**src/hw/rpfc_pkg.sv**
```systemverilog
// shared constants and types of the reset and power-fail controller
package rpfc_pkg;
  // register index on the plain register port
  localparam logic [3:0] OFS_PWR_CTRL = 4'h0;
  localparam logic [3:0] OFS_WDOG_CTRL = 4'h1;
  // power_control_reg field positions
  localparam int PC_POWERFAIL_INTERRUPT_ENABLE_BIT = 1;
  localparam int PC_PFI_BIT = 2;
  localparam int PC_SMD_BIT = 3;
  localparam int PC_SRE_BIT = 4;
  localparam int PC_SEL_LSB = 5;
  // watchdog_control_reg field positions
  localparam int WC_WDRF_BIT = 0;
  localparam int WC_POR_BIT = 2;
  // values after reset and the always-on select code
  localparam logic [1:0] SEL_RESET = 2'h0;
  localparam logic [1:0] SEL_ALWAYS_ON = 2'h0;
  localparam logic [15:0] RESET_VECTOR = 16'h8000;
  // counts of cycles, the interval base exponent and counter widths
  localparam int PIN_FILTER_CYC = 4;
  localparam int WDOG_HOLD_CYC = 4;
  localparam int OSC_STAB_CYC = 8192;
  localparam int CHECK_ON_CYC = 3;
  localparam int CHECK_BASE_LOG2 = 9;
  localparam int TMR_W = 14;
  localparam int DUTY_W = 12;

  typedef enum logic [2:0] {
    ST_RUN = 3'b000,
    ST_PIN = 3'b001,
    ST_TIMED = 3'b010,
    ST_PWR = 3'b011,
    ST_STAB = 3'b100,
    ST_CHECK = 3'b101
  } rpfc_state_e;

  typedef struct packed {
    logic [1:0] sel;
    logic sre;
    logic smd;
    logic pfi;
    logic powerfail_interrupt_enable;
  } rpfc_pwr_s;

  typedef struct packed {
    logic [3:0] addr;
    logic [15:0] wdata;
    logic wr;
    logic rd;
  } rpfc_bus_s;

  typedef struct packed {
    logic por_low;
    logic rst_low;
    logic warn_low;
  } rpfc_mon_s;
endpackage : rpfc_pkg

```
**src/hw/rpfc_ctrl.sv**
```systemverilog
// reset mode sequencer, reset pin, power-fail monitor control and registers
// How it works
// - in reset the core halts and every io pin returns to its default state
// - leaving reset from any source starts fetch at address 8000h
// - reset sources: power-on or power-fail, pin, watchdog timeout, software reset
// - supply below warning raises power-fail interrupt; below operating level enters reset
// - after supply passes reset level, hold 8192 oscillator cycles before running
// - interval select 00 always on; 01,10,11 give 2^10, 2^11, 2^12 ring cycles
// - duty cycling only between power-on and reset thresholds in power-fail reset
// - interval select cleared only by power-on reset
// - leaving power-on or power-fail reset sets the power-on flag; software clears it
// - monitor always on in run; stop may switch it off only with regulator off
// - stop-mode monitor disable resets to zero
// - monitor off in stop: no warning, no reset-level; power-on reset still works
// - stop exit re-enables monitor; warning sets flag, reset level enters reset
// - power-fail interrupt gated only by its own enable, not the global one
// - in stop with clock halted a low reset pin forces reset at once
// - stay in reset while pin low; leave within four clocks after it rises
// - for non-pin resets drive the reset pin low throughout reset
// - a pin that cannot be pulled low leaves internal reset unaffected
// - watchdog reset holds four clocks and sets a flag only software clears
`timescale 1ns/1ps
module rpfc_ctrl #(
  parameter int STAB_CYC = rpfc_pkg::OSC_STAB_CYC
) (
  input wire logic mclk,
  input wire logic nrst,
  input rpfc_pkg::rpfc_bus_s bus,
  output logic [15:0] rdata,
  input rpfc_pkg::rpfc_mon_s mon,
  input wire logic ring_tick,
  input wire logic stop_mode,
  input wire logic wdog_timeout,
  input wire logic sw_reset,
  input wire logic rst_pin_i,
  output logic rst_pin_o,
  output logic rst_pin_oe,
  output logic cpu_reset,
  output logic io_default,
  output logic fetch_start,
  output logic [15:0] fetch_addr,
  output logic monitor_enable,
  output logic pf_irq_req
);
  import rpfc_pkg::*;

  // reset release through two flops; the first is read only by the second
  logic rst_meta_r;
  logic rst_n;
  always_ff @(posedge mclk or negedge nrst) begin
    if (!nrst) begin
      rst_meta_r <= 1'b0;
      rst_n <= 1'b0;
    end else begin
      rst_meta_r <= 1'b1;
      rst_n <= rst_meta_r;
    end
  end

  rpfc_state_e state_r;
  rpfc_state_e state_nxt;
  rpfc_pwr_s pwr_r;
  rpfc_pwr_s pwr_nxt;
  logic wd_flag_r;
  logic por_flag_r;
  logic stop_d_r;
  logic [1:0] pin_lo_r;
  logic [1:0] pin_lo_nxt;
  logic [15:0] rdata_r;
  logic fetch_start_r;
  logic [15:0] fetch_addr_r;

  // state decoding
  logic in_reset_w;
  logic drive_pin_w;
  assign in_reset_w = (state_r == ST_PIN) || (state_r == ST_TIMED) ||
                      (state_r == ST_PWR) || (state_r == ST_STAB);
  assign drive_pin_w = (state_r == ST_TIMED) || (state_r == ST_PWR) ||
                       (state_r == ST_STAB);

  // monitor power: stop may turn it off only with the regulator off
  logic stop_off_w;
  logic duty_on_w;
  logic duty_sample_w;
  logic duty_active_w;
  assign stop_off_w = stop_mode && pwr_r.smd && !pwr_r.sre;
  assign monitor_enable = !stop_off_w && duty_on_w;
  assign duty_active_w = (state_r == ST_PWR) && !mon.por_low;

  rpfc_duty u_duty (
    .mclk(mclk),
    .rst_n(rst_n),
    .active(duty_active_w),
    .sel(pwr_r.sel),
    .ring_tick(ring_tick),
    .mon_on(duty_on_w),
    .sample(duty_sample_w)
  );

  // comparator results only count while the monitor is powered
  logic pf_detect_w;
  logic warn_detect_w;
  logic stop_exit_w;
  assign pf_detect_w = monitor_enable && mon.rst_low;
  assign warn_detect_w = monitor_enable && mon.warn_low &&
                         (state_r == ST_RUN || state_r == ST_CHECK);
  assign stop_exit_w = stop_d_r && !stop_mode;

  // pin filter: four consecutive low clocks while nobody drives it
  logic pin_trip_w;
  assign pin_lo_nxt = (state_r != ST_RUN || rst_pin_i) ? 2'h0 :
                      (pin_lo_r == 2'(PIN_FILTER_CYC - 1)) ? pin_lo_r : pin_lo_r + 2'h1;
  assign pin_trip_w = (state_r == ST_RUN) && !rst_pin_i &&
                      (pin_lo_r == 2'(PIN_FILTER_CYC - 1));

  // hold timer: watchdog/software hold and clock stabilisation
  logic tmr_load_w;
  logic [TMR_W-1:0] tmr_val_w;
  logic [TMR_W-1:0] tmr_cnt_w;
  logic tmr_done_w;
  assign tmr_load_w = (state_nxt != state_r) &&
                      (state_nxt == ST_TIMED || state_nxt == ST_STAB);
  assign tmr_val_w = (state_nxt == ST_STAB) ? TMR_W'(STAB_CYC - 1) :
                     TMR_W'(WDOG_HOLD_CYC - 1);

  rpfc_timer u_timer (
    .mclk(mclk),
    .rst_n(rst_n),
    .load(tmr_load_w),
    .load_val(tmr_val_w),
    .cnt(tmr_cnt_w),
    .done(tmr_done_w)
  );

  // sequencer; power-on beats every other source
  always_comb begin
    state_nxt = state_r;
    unique case (state_r)
      ST_RUN: begin
        if (mon.por_low || pf_detect_w) begin
          state_nxt = ST_PWR;
        end else if (wdog_timeout || sw_reset) begin
          state_nxt = ST_TIMED;
        end else if (pin_trip_w || (stop_mode && !rst_pin_i)) begin
          // a low pin in stop latches reset so the restart still goes through the vector
          state_nxt = ST_PIN;
        end else if (stop_exit_w) begin
          state_nxt = ST_CHECK;
        end
      end
      ST_CHECK: begin
        state_nxt = (mon.por_low || pf_detect_w) ? ST_PWR : ST_RUN;
      end
      ST_PIN: begin
        if (mon.por_low) begin
          state_nxt = ST_PWR;
        end else if (rst_pin_i) begin
          state_nxt = ST_RUN;
        end
      end
      ST_TIMED: begin
        if (mon.por_low) begin
          state_nxt = ST_PWR;
        end else if (tmr_done_w) begin
          state_nxt = ST_RUN;
        end
      end
      ST_PWR: begin
        // the pin is ours here, so its level is ignored
        if (duty_sample_w && !mon.rst_low) begin
          state_nxt = ST_STAB;
        end
      end
      ST_STAB: begin
        if (mon.por_low || pf_detect_w) begin
          state_nxt = ST_PWR;
        end else if (tmr_done_w) begin
          state_nxt = ST_RUN;
        end
      end
      default: begin
        state_nxt = ST_PWR;
      end
    endcase
  end

  // events that touch the registers
  logic rst_enter_w;
  logic por_enter_w;
  logic reset_exit_w;
  logic pwr_wr_w;
  logic wdc_wr_w;
  assign rst_enter_w = !in_reset_w && (state_nxt != ST_RUN) && (state_nxt != ST_CHECK);
  assign por_enter_w = mon.por_low && (state_nxt == ST_PWR);
  assign reset_exit_w = in_reset_w && (state_nxt == ST_RUN);
  // no register writes land while the core is held
  assign pwr_wr_w = bus.wr && (bus.addr == OFS_PWR_CTRL) && !cpu_reset;
  assign wdc_wr_w = bus.wr && (bus.addr == OFS_WDOG_CTRL) && !cpu_reset;

  // power control next value; hardware set of the flag wins over a clear
  always_comb begin
    pwr_nxt = pwr_r;
    if (pwr_wr_w) begin
      pwr_nxt.powerfail_interrupt_enable = bus.wdata[PC_POWERFAIL_INTERRUPT_ENABLE_BIT];
      pwr_nxt.pfi = bus.wdata[PC_PFI_BIT];
      pwr_nxt.smd = bus.wdata[PC_SMD_BIT];
      pwr_nxt.sre = bus.wdata[PC_SRE_BIT];
      pwr_nxt.sel = bus.wdata[PC_SEL_LSB +: 2];
    end
    if (rst_enter_w) begin
      pwr_nxt.powerfail_interrupt_enable = 1'b0;
      pwr_nxt.pfi = 1'b0;
      pwr_nxt.smd = 1'b0;
      pwr_nxt.sre = 1'b0;
    end
    if (por_enter_w) begin
      pwr_nxt.sel = SEL_RESET;
    end
    if (warn_detect_w) begin
      pwr_nxt.pfi = 1'b1;
    end
  end

  // sticky reset-cause flags, cleared by writing zero
  logic wd_flag_nxt;
  logic por_flag_nxt;
  logic por_exit_w;
  assign por_exit_w = (state_r == ST_STAB) && reset_exit_w;
  assign wd_flag_nxt = (wd_flag_r && !(wdc_wr_w && !bus.wdata[WC_WDRF_BIT])) ||
                       (state_r == ST_RUN && state_nxt == ST_TIMED && wdog_timeout);
  assign por_flag_nxt = (por_flag_r && !(wdc_wr_w && !bus.wdata[WC_POR_BIT])) ||
                        por_exit_w;

  // read mux; unmapped indexes read zero
  logic [15:0] pwr_rd_w;
  logic [15:0] wdc_rd_w;
  assign pwr_rd_w = {9'h000, pwr_r.sel, pwr_r.sre, pwr_r.smd, pwr_r.pfi, pwr_r.powerfail_interrupt_enable, 1'b0};
  assign wdc_rd_w = {13'h0000, por_flag_r, 1'b0, wd_flag_r};

  always_ff @(posedge mclk or negedge rst_n) begin
    if (!rst_n) begin
      state_r <= ST_PWR;
      pwr_r <= '0;
      wd_flag_r <= 1'b0;
      por_flag_r <= 1'b0;
      stop_d_r <= 1'b0;
      pin_lo_r <= 2'h0;
    end else begin
      state_r <= state_nxt;
      pwr_r <= pwr_nxt;
      wd_flag_r <= wd_flag_nxt;
      por_flag_r <= por_flag_nxt;
      stop_d_r <= stop_mode;
      pin_lo_r <= pin_lo_nxt;
    end
  end

  // read data and restart fetch request, one cycle after their cause
  always_ff @(posedge mclk or negedge rst_n) begin
    if (!rst_n) begin
      rdata_r <= 16'h0000;
      fetch_start_r <= 1'b0;
      fetch_addr_r <= 16'h0000;
    end else begin
      rdata_r <= !bus.rd ? 16'h0000 : (bus.addr == OFS_PWR_CTRL) ? pwr_rd_w :
                 (bus.addr == OFS_WDOG_CTRL) ? wdc_rd_w : 16'h0000;
      fetch_start_r <= reset_exit_w;
      fetch_addr_r <= reset_exit_w ? RESET_VECTOR : fetch_addr_r;
    end
  end

  // outputs; the stop-mode pin path has no flop since the clock may be dead
  assign cpu_reset = in_reset_w || (state_r == ST_CHECK) ||
                     (stop_mode && !rst_pin_i) || !rst_n;
  assign io_default = cpu_reset;
  assign rst_pin_o = 1'b0;
  assign rst_pin_oe = drive_pin_w;
  assign pf_irq_req = pwr_r.pfi && pwr_r.powerfail_interrupt_enable;
  assign rdata = rdata_r;
  assign fetch_start = fetch_start_r;
  assign fetch_addr = fetch_addr_r;

  // checks
  property p_fetch_vector;
    @(posedge mclk) disable iff (!rst_n)
      reset_exit_w |=> fetch_start && fetch_addr == 16'h8000;
  endproperty
  a_fetch_vector: assert property (p_fetch_vector) else $error("bad restart fetch");

  property p_wdog_hold;
    @(posedge mclk) disable iff (!rst_n)
      (state_r == ST_RUN && wdog_timeout && !mon.por_low && !pf_detect_w)
      |=> (state_r == ST_TIMED && cpu_reset)[*4] ##1 state_r != ST_TIMED;
  endproperty
  a_wdog_hold: assert property (p_wdog_hold) else $error("watchdog hold not four");

  property p_pin_release;
    @(posedge mclk) disable iff (!rst_n)
      (state_r == ST_PIN && rst_pin_i && !mon.por_low) |-> ##[1:4] state_r == ST_RUN;
  endproperty
  a_pin_release: assert property (p_pin_release) else $error("slow pin release");

  property p_pin_drive;
    @(posedge mclk) disable iff (!rst_n)
      (state_r inside {ST_TIMED, ST_PWR, ST_STAB}) |-> rst_pin_oe && !rst_pin_o && cpu_reset;
  endproperty
  a_pin_drive: assert property (p_pin_drive) else $error("pin not driven");

  property p_irq_local;
    @(posedge mclk) disable iff (!rst_n)
      ($rose(pwr_r.pfi) && pwr_r.powerfail_interrupt_enable) |-> pf_irq_req;
  endproperty
  a_irq_local: assert property (p_irq_local) else $error("irq not raised");

  property p_sel_hold;
    @(posedge mclk) disable iff (!rst_n)
      (!pwr_wr_w && !por_enter_w) |=> $stable(pwr_r.sel);
  endproperty
  a_sel_hold: assert property (p_sel_hold) else $error("select changed");

  property p_por_flag;
    @(posedge mclk) disable iff (!rst_n)
      (state_r == ST_STAB && state_nxt == ST_RUN) |=> por_flag_r && state_r == ST_RUN;
  endproperty
  a_por_flag: assert property (p_por_flag) else $error("power-on flag missing");

  property p_mon_run;
    @(posedge mclk) disable iff (!rst_n)
      (state_r == ST_RUN && !stop_mode) |-> monitor_enable;
  endproperty
  a_mon_run: assert property (p_mon_run) else $error("monitor off in run");

  property p_stab_load;
    @(posedge mclk) disable iff (!rst_n)
      (state_r == ST_PWR && state_nxt == ST_STAB) |=> tmr_cnt_w == TMR_W'(STAB_CYC - 1);
  endproperty
  a_stab_load: assert property (p_stab_load) else $error("bad stabilise count");

  property p_stop_off;
    @(posedge mclk) disable iff (!rst_n)
      (stop_mode && pwr_r.smd && !pwr_r.sre) |-> !monitor_enable && !warn_detect_w;
  endproperty
  a_stop_off: assert property (p_stop_off) else $error("monitor on in stop");

  c_wdog: cover property (@(posedge mclk) disable iff (!rst_n)
    state_r == ST_TIMED ##1 state_r == ST_RUN);
  c_pin: cover property (@(posedge mclk) disable iff (!rst_n)
    state_r == ST_PIN ##1 state_r == ST_RUN);
  c_stop_check: cover property (@(posedge mclk) disable iff (!rst_n)
    state_r == ST_CHECK ##1 state_r == ST_PWR);
  c_stab: cover property (@(posedge mclk) disable iff (!rst_n)
    state_r == ST_STAB ##1 state_r == ST_RUN);
endmodule : rpfc_ctrl

```
**src/hw/rpfc_timer.sv**
```systemverilog
// loadable down counter for reset hold and clock stabilisation delays
`timescale 1ns/1ps
module rpfc_timer (
  input wire logic mclk,
  input wire logic rst_n,
  input wire logic load,
  input wire logic [rpfc_pkg::TMR_W-1:0] load_val,
  output logic [rpfc_pkg::TMR_W-1:0] cnt,
  output logic done
);
  import rpfc_pkg::*;

  logic [TMR_W-1:0] cnt_r;
  logic [TMR_W-1:0] cnt_nxt;

  // load wins; otherwise count down to zero and rest there
  assign cnt_nxt = load ? load_val : (cnt_r != '0) ? cnt_r - 1'b1 : cnt_r;
  assign cnt = cnt_r;
  assign done = (cnt_r == '0);

  always_ff @(posedge mclk or negedge rst_n) begin
    if (!rst_n) begin
      cnt_r <= '0;
    end else begin
      cnt_r <= cnt_nxt;
    end
  end
endmodule : rpfc_timer

```
**src/hw/rpfc_duty.sv**
```systemverilog
// duty-cycle gate of the reset-level monitor, paced by the ring oscillator tick
`timescale 1ns/1ps
module rpfc_duty (
  input wire logic mclk,
  input wire logic rst_n,
  input wire logic active,
  input wire logic [1:0] sel,
  input wire logic ring_tick,
  output logic mon_on,
  output logic sample
);
  import rpfc_pkg::*;

  logic [DUTY_W-1:0] cnt_r;
  logic [DUTY_W-1:0] last_w;
  logic always_on_w;
  logic [DUTY_W-1:0] cnt_nxt;

  // interval length 2^(9+sel) ticks; 00 means no interval
  assign always_on_w = (sel == SEL_ALWAYS_ON);
  assign last_w = DUTY_W'((1 << (CHECK_BASE_LOG2 + int'(sel))) - 1);
  assign cnt_nxt = (!active) ? '0 : (!ring_tick) ? cnt_r : (cnt_r == last_w) ? '0 : cnt_r + 1'b1;
  // powered for the first three ticks, compare read on the third
  assign mon_on = !active || always_on_w || (cnt_r < DUTY_W'(CHECK_ON_CYC));
  assign sample = active && (always_on_w ||
                  (ring_tick && cnt_r == DUTY_W'(CHECK_ON_CYC - 1)));

  always_ff @(posedge mclk or negedge rst_n) begin
    if (!rst_n) begin
      cnt_r <= '0;
    end else begin
      cnt_r <= cnt_nxt;
    end
  end
endmodule : rpfc_duty

```
**config.mk**
```make
export PLATFORM = sky130hd
export DESIGN_NAME = rpfc_ctrl
export DESIGN_NICKNAME = d
export VERILOG_FILES = /design/src/hw/rpfc_pkg.sv /design/src/hw/rpfc_ctrl.sv /design/src/hw/rpfc_timer.sv /design/src/hw/rpfc_duty.sv
export SDC_FILE = /design/constraint.sdc
export NUM_CORES = 1
export LEC_CHECK = 0
export BUFFER_PORTS_ARGS = -buffer_cell sky130_fd_sc_hd__buf_2
export CAP_MARGIN = 20
export CORE_MARGIN = 2
export CORE_UTILIZATION = 59
export DETAILED_ROUTE_END_ITERATION = 8
export GPL_TIMING_DRIVEN = 0
export PLACE_DENSITY = 0.9
export SETUP_SLACK_MARGIN = 0.4
export SYNTH_ARGS = -nofsm -noshare
export SYNTH_HDL_FRONTEND = slang
export SYNTH_HIERARCHICAL = 1
export SYNTH_SLANG_ARGS = --single-unit
```
**constraint.sdc**
```tcl
create_clock -name mclk -period 5.8 [get_ports mclk]
set_input_delay 0.58 -clock mclk [delete_from_list [all_inputs] [get_ports mclk]]
set_output_delay 0.58 -clock mclk [all_outputs]
set_load 0.005 [all_outputs]
```
== Yosys cells after proc, flatten, opt, wreduce, memory -nomap -nowiden ==
Cells that the tools add are included.

* Register bits after elaboration: 51
* Input bits: 32
* Word-level logic and storage cells: 143

* Add/sub/neg operators: 5
* Order comparisons: 1
* Eq/ne operators: 16
* Shift operators: 1
* Mux-type cells: 27
* Reductions and logical operators: 76

{| class="wikitable"
|+ Operators with widths
! kind !! number
|-
| $mux 12 || 3
|-
| $mux 3 || 11
|-
| $shl 1x32->12 const A || 1
|-
| $logic_and 1x1->1 || 31
|-
| $mux 14 || 2
|-
| $logic_or 1x1->1 || 19
|-
| $pmux 3 s6 || 1
|-
| $logic_not 1->1 || 14
|-
| $logic_not 14->1 || 1
|-
| $mux 7 || 2
|-
| $reduce_bool 14->1 || 1
|-
| $sub 14x1->14 const B || 1
|-
| $mux 13 || 1
|-
| $add 12x1->12 const B || 1
|-
| $eq 12x12->1 || 1
|-
| $eq 12x2->1 const B || 1
|-
| $eq 3x2->1 const B || 4
|-
| $lt 12x2->1 const B || 1
|-
| $sub 12x2->12 const B || 1
|-
| $eq 3x3->1 const B || 3
|-
| $reduce_bool 3->1 || 3
|-
| $mux 2 || 4
|-
| $logic_not 3->1 || 2
|-
| $mux 6 || 1
|-
| 13 further kinds || 16
|}

== Logic depth before layout (Yosys ltp) ==
* Word-level depth: 15
* Depth in mapped cells: 16

== Cells and area by module ==
Netlist, hierarchy kept.

{| class="wikitable"
|+ Modules (own cells, without submodules)
! module !! times used !! cells each !! area each (um2) !! sequential area each (um2)
|-
| rpfc_ctrl || 1 || 165 || 1,582.8 || 628.1
|-
| rpfc_timer || 1 || 77 || 825.8 || 350.3
|-
| rpfc_duty || 1 || 89 || 798.3 || 300.3
|}

== Worst setup path after synthesis ==
OpenSTA, ideal clock, no wires.

* Path type: register -> register
* Start: register state_r[0]
* End: register u_timer.cnt_r[1] (netlist: u_timer/cnt[1])
* Library setup time: 87 ps
* Arrival: 3,141 ps
* Required time: 5,713 ps
* Setup slack: 2,572 ps
* Stages on the path, launching flop included: 16
* Path buffers: 5
* Cell sequence: dfstp_2 > buf_6 > buf_6 > nand3b_1 > nor2_1 > clkbuf_1 > o221ai_1 > a31oi_2 > o32ai_1 > or3_1 > buf_6 > nor2_1 > o32a_1 > clkbuf_1 > nor2_1 > a211oi_2

* Word-level cells in the longest chain between the ends: 14
* Elaborated cells on any way between the ends: 37
* Classes of those cells: 8 x eq/ne; 13 x mux; 16 x reduce/logical

{| class="wikitable"
|+ RTL lines
! element !! line !! source
|-
| start: declaration || rpfc_ctrl.sv:60 || <nowiki>rpfc_state_e state_r;</nowiki>
|-
| start signal: assignment || rpfc_ctrl.sv:249 || <nowiki>state_r <= state_nxt;</nowiki>
|-
| $eq 3x2->1 * || rpfc_ctrl.sv:88 || <nowiki>assign duty_active_w = (state_r == ST_PWR) && !mon.por_low;</nowiki>
|-
| $logic_and 1x1->1 * || rpfc_ctrl.sv:88 ||
|-
| named net duty_active_w || rpfc_ctrl.sv:85 || <nowiki>logic duty_active_w;</nowiki>
|-
| $logic_not 1->1 * || - ||
|-
| $logic_or 1x1->1 * (2 in a row) || rpfc_duty.sv:24 || <nowiki>assign mon_on = !active || always_on_w || (cnt_r < DUTY_W'(CHECK_ON_CYC));</nowiki>
|-
| named net duty_on_w || rpfc_ctrl.sv:83 || <nowiki>logic duty_on_w;</nowiki>
|-
| $logic_and 1x1->1 * || rpfc_ctrl.sv:87 || <nowiki>assign monitor_enable = !stop_off_w && duty_on_w;</nowiki>
|-
| $logic_and 1x1->1 * || rpfc_ctrl.sv:104 || <nowiki>assign pf_detect_w = monitor_enable && mon.rst_low;</nowiki>
|-
| $logic_or 1x1->1 * || rpfc_ctrl.sv:140, rpfc_ctrl.sv:152, rpfc_ctrl.sv:175 ||
|-
| $mux 3 (tied with other cells) || rpfc_ctrl.sv:175 || <nowiki>if (mon.por_low || pf_detect_w) begin</nowiki>
|-
| $pmux 3 s6 * || rpfc_ctrl.sv:138 || <nowiki>unique case (state_r)</nowiki>
|-
| named net state_nxt[0] || rpfc_ctrl.sv:61 || <nowiki>rpfc_state_e state_nxt;</nowiki>
|-
| $eq 3x2->1 or $eq 3x3->1 (tied branches) || rpfc_ctrl.sv:122 || <nowiki>(state_nxt == ST_TIMED || state_nxt == ST_STAB);</nowiki>
|-
| $logic_or 1x1->1 || rpfc_ctrl.sv:122 ||
|-
| $logic_and 1x1->1 * || rpfc_ctrl.sv:121 || <nowiki>assign tmr_load_w = (state_nxt != state_r) &&</nowiki>
|-
| named net tmr_load_w || rpfc_ctrl.sv:117 || <nowiki>logic tmr_load_w;</nowiki>
|-
| $mux 14 or $reduce_bool 2->1 (tied branches) || - ||
|-
| end signal: assignment || rpfc_timer.sv:25 || <nowiki>cnt_r <= cnt_nxt;</nowiki>
|-
| end: declaration || rpfc_timer.sv:13 || <nowiki>logic [TMR_W-1:0] cnt_r;</nowiki>
|}

Mark *: on every way through the listed nets, which the timed path passes. The rest lies on a longest branch.
A chain may end at the register's enable or synchronous reset.

== Worst setup path in the final report ==
Ends and elaborated chain as after synthesis.

==> flow_results.xml <==
<?xml version="1.0" encoding="UTF-8"?>
<metrics>
  <group name="status">
    <metric name="outcome" unit="">finished, final reports clean</metric>
  </group>
  <group name="clocking">
    <metric name="clock_path_buffers" unit="">2</metric>
    <metric name="ctsRootBufferMaster" unit="">sky130_fd_sc_hd__clkbuf_8</metric>
    <metric name="clk_pin_slew" unit="ns">0.08</metric>
    <metric name="cts_tree" unit="">yes</metric>
    <metric name="postCtsSetupBuffers" unit="">0</metric>
    <metric name="post_cts.resized_instances" unit="">0</metric>
    <metric name="worstSkewPairLatency" unit="ns">0.30</metric>
    <metric name="ctsHtreeMaxLevel" unit="">2</metric>
    <metric name="cts_inserted_buffers" unit="">5</metric>
    <metric name="cts.sink_count" unit="">51</metric>
    <metric name="number_of_buffers_inserted_by_hold_repair_at_cts" unit="">0</metric>
  </group>
  <group name="setup_path">
    <metric name="slowest_stage" unit="">sky130_fd_sc_hd__dfstp_2</metric>
    <metric name="path_max_fanout" unit="">10</metric>
    <metric name="critical_path.cell_chain" unit="">buf_6 -&gt; buf_6 -&gt; nand3b_1 -&gt; nor2_1 -&gt; clkbuf_1 -&gt; o221ai_1 -&gt; a31oi_2 -&gt; o32ai_1 -&gt; or3_1 -&gt; buf_6 -&gt; nor2_1 -&gt; o32a_1 -&gt; clkbuf_1 -&gt; nor2_1 -&gt; a211oi_2</metric>
    <metric name="critical_path.startpoint_type" unit="">register</metric>
    <metric name="timing.setup.critical_path_class" unit="">register to register</metric>
    <metric name="critical-path-max-stage-delay" unit="ns">0.53</metric>
    <metric name="cp.arrival" unit="ns">4.10</metric>
    <metric name="timing.critical_path.to_type" unit="">register</metric>
    <metric name="worstPathRequired" unit="ns">6.02</metric>
  </group>
  <group name="final_layout">
    <metric name="nFillCells" unit="">394</metric>
    <metric name="layout-drive-gt1-share" unit="%">24.9</metric>
    <metric name="final_core_util" unit="%">71.5</metric>
    <metric name="syn2layout_area_growth" unit="%">15.3</metric>
    <metric name="final_net_count" unit="">437</metric>
    <metric name="multiInputGateArea" unit="mm2">0.00172</metric>
    <metric name="antenna-diode-count" unit="">0</metric>
    <metric name="register_area" unit="mm2">0.00128</metric>
    <metric name="final-instance-count-excl-fill" unit="">472</metric>
  </group>
  <group name="timing">
    <metric name="final.setup_skew" unit="ns">0.00777</metric>
    <metric name="max_clock_freq" unit="MHz">258</metric>
    <metric name="grt_setup_unrepaired" unit="">false</metric>
    <metric name="tightest_slew" unit="ns">0.645</metric>
    <metric name="slew_hr" unit="%">56.7</metric>
    <metric name="count_of_pins_over_their_slew_limit" unit="">0</metric>
    <metric name="final_critical_delay_including_setup_and_external_delays" unit="ns">3.88</metric>
    <metric name="final_min_period_over_clock_period" unit="%">66.9</metric>
    <metric name="setup-tns-final" unit="ns">0</metric>
    <metric name="layout_setup_ws" unit="ns">1.92</metric>
    <metric name="hold_violations" unit="">0</metric>
    <metric name="count_of_endpoints_failing_setup_in_the_final_report" unit="">0</metric>
  </group>
  <group name="place">
    <metric name="global_placer_s_final_weighted_congestion" unit="">0.958</metric>
    <metric name="placed_cells_incl_taps" unit="">464</metric>
    <metric name="port-buffer-count" unit="">35</metric>
    <metric name="placement.setup.worst_slack" unit="ns">2.03</metric>
    <metric name="post-dp-hpwl" unit="um">5270</metric>
  </group>
  <group name="global_route">
    <metric name="grt_pass1_wl" unit="um">11700</metric>
    <metric name="grt_pass1_vias" unit="">2477</metric>
    <metric name="residual_overflow_from_global_routing" unit="">0</metric>
    <metric name="gr-usage-all-layers" unit="%">24.1</metric>
    <metric name="grt_start_max_net_pins" unit="">30</metric>
    <metric name="grt_antenna_before_repair" unit="">0</metric>
  </group>
  <group name="synth">
    <metric name="yosysUniqueCellTypes" unit="">76</metric>
    <metric name="synth-edff-count" unit="">0</metric>
    <metric name="synth_cells" unit="">331</metric>
    <metric name="syn_area_per_cell" unit="um2">9.69</metric>
    <metric name="ys.warnings.count" unit="">6</metric>
    <metric name="synthTopCellsByCount" unit="">sky130_fd_sc_hd__dfrtp_1, sky130_fd_sc_hd__nor2_1, sky130_fd_sc_hd__buf_4, sky130_fd_sc_hd__nand2_1, sky130_fd_sc_hd__xnor2_1</metric>
    <metric name="synthFlopType" unit="">sky130_fd_sc_hd__dfrtp_1</metric>
    <metric name="yosys_register_bits" unit="">51</metric>
    <metric name="synth.yosys.seq_area_share" unit="%">39.9</metric>
    <metric name="async_flop_share" unit="%">100</metric>
    <metric name="yosysTopAreaCellShare" unit="%">38.2</metric>
    <metric name="ys_top_cells_by_area" unit="">sky130_fd_sc_hd__dfrtp_1, sky130_fd_sc_hd__buf_4, sky130_fd_sc_hd__xnor2_1</metric>
    <metric name="synth_top_area_cell" unit="">sky130_fd_sc_hd__dfrtp_1</metric>
    <metric name="yosysMostFrequentCell" unit="">sky130_fd_sc_hd__dfrtp_1</metric>
    <metric name="synthesis.area" unit="mm2">0.00321</metric>
  </group>
  <group name="route">
    <metric name="route.vias.total" unit="">2738</metric>
    <metric name="dr_drc_count" unit="">0</metric>
    <metric name="detail_route.iter0.violations" unit="">240</metric>
    <metric name="routed_wl" unit="um">7080</metric>
    <metric name="antenna_violating_nets_post_route" unit="">0</metric>
    <metric name="drtPass1Iterations" unit="">4</metric>
    <metric name="viasPerCell" unit="">5.80</metric>
    <metric name="routed_wire_length_per_instance" unit="um">15.0</metric>
  </group>
  <group name="die">
    <metric name="io_pins" unit="">71</metric>
    <metric name="initial_utilization" unit="%">62.0</metric>
    <metric name="placeableCoreArea" unit="mm2">0.00517</metric>
    <metric name="floorplan.die.height" unit="um">77.7</metric>
    <metric name="area_of_the_die" unit="mm2">0.00604</metric>
    <metric name="rows" unit="">26</metric>
    <metric name="fp.dieW" unit="um">77.7</metric>
  </group>
  <group name="pwr">
    <metric name="design_power_total" unit="mW">1.36</metric>
    <metric name="power_density" unit="mW/mm2">367</metric>
    <metric name="power.static_leakage" unit="nW">1.71</metric>
    <metric name="irDropWorstVdd" unit="mV">0.197</metric>
  </group>
  <group name="run">
    <metric name="max_cap_violations" unit="">0</metric>
  </group>
  <group name="worst_hold_path">
    <metric name="hold_path_class" unit="">primary input to async pin</metric>
  </group>
</metrics>
## layout by cell type (no fill, tap or decap), types with 3 or more instances in the layout
cell type                  instances
sky130_fd_sc_hd__o21ai_0           5
sky130_fd_sc_hd__conb_1           29
sky130_fd_sc_hd__dfrtp_1          48
sky130_fd_sc_hd__a22o_1            7
sky130_fd_sc_hd__inv_1             9
sky130_fd_sc_hd__and2_1           12
sky130_fd_sc_hd__nor4b_1           3
sky130_fd_sc_hd__a21oi_1           4
sky130_fd_sc_hd__nor2b_1           5
sky130_fd_sc_hd__mux2i_1           9
sky130_fd_sc_hd__clkbuf_1          6
sky130_fd_sc_hd__and3_1            3
sky130_fd_sc_hd__nor4_1            6
sky130_fd_sc_hd__a41oi_1           3
sky130_fd_sc_hd__o31ai_1           7
sky130_fd_sc_hd__nand3_1          11
sky130_fd_sc_hd__buf_6             4
sky130_fd_sc_hd__nand2_1          24
sky130_fd_sc_hd__a22oi_1           3
sky130_fd_sc_hd__nand4_1           5
sky130_fd_sc_hd__ha_1              4
sky130_fd_sc_hd__nand2b_1          4
sky130_fd_sc_hd__xor2_1            4
sky130_fd_sc_hd__nor3_1           10
sky130_fd_sc_hd__buf_2            37
sky130_fd_sc_hd__nor2_1           28
sky130_fd_sc_hd__nand3b_1          4
sky130_fd_sc_hd__xnor2_1          17
sky130_fd_sc_hd__clkbuf_8          5
sky130_fd_sc_hd__buf_4            27
## sequential cells by signal (all words and copies together), names as in the netlist
signal,count
u_duty/cnt_r,12
rst_n,1
por_flag_r,1
fetch_start,1
pwr_r,6
u_timer/cnt,14
state_r,3
rdata,7
rst_meta_r,1
fetch_addr,1
wd_flag_r,1
stop_d_r,1
pin_lo_r,2
## logic make-up after synthesis
logic type	count (synthesis)	synth area share [%]
AOI/OAI and AO/OA	58	14.6
xor gates and xnor gates	21	5.74
adders and majority gates	4	1.56
buffers and inverters	47	9.71
DFF	51	39.9
muxes	9	2.81
other	2	0.234
and+or+nand+nor	139	25.5
## power by group
part,switching [mW],internal (mW),total [mW]
clock network,0.113,0.129,0.242
logic,0.331,0.275,0.605
registers,0.0792,0.432,0.511
## area by class of cell
class                           count  share of cell area [%]
Buffer                             38                    7.51
Clock buffer                        7                    2.06
Clock inverter                      1                   0.812
Inverter                            9                   0.913
Multi-Input combinational cell    260                    46.4
Sequential cell                    51                    34.6
Tap cell                           70                    2.37
Timing Repair Buffer               36                    5.28
## per-stage QoR
stage / hold slack [ns] / area [um2]
6_report: 0.0500 / 3700
5_1_grt: 0.0434 / 3700
4_1_cts: 0.0512 / 3700
3_5_place_dp: 0.259 / 3590
3_3_place_gp: 0.336 / 3570
2_1_floorplan: 0.284 / 3310
## layer usage
layer  up-vias  GRT usage [%]  part of all wire (%)
met5         -              0                     0
met4         0           9.11                   2.0
met3        16           2.67                   7.6
met2       135           38.4                    47
met1      1303           33.9                    43
li1       1284              -                     -
## worst max-delay path, delay by kind of cell, from the launching register on
kind | cells | cell delay, ns
compound gates | 5 | 1.29
buf+inv | 5 | 1.14
simple gates | 5 | 0.83
flops | 1 | 0.53
## final timing paths
| path | to | depth (start not counted) | slack, ns | from |
|---|---|---|---|---|
| worst max-delay path | u_timer/cnt[1] | 15 | 1.92 | state_r[0] |
| worst min-delay path | rst_n | 1 | 0.05 | nrst |
| worst max register to register | u_timer/cnt[1] | 15 | 1.92 | state_r[0] |
| worst min register to register | stop_d_r | 0 | 0.25 | rst_n |
| max in group asynchronous | pwr_r[5] | 1 | 5.02 | rst_n |
| min in group mclk | rst_n | 0 | 0.36 | rst_meta_r |
Note: power is estimated with default switching activity, not from simulation.
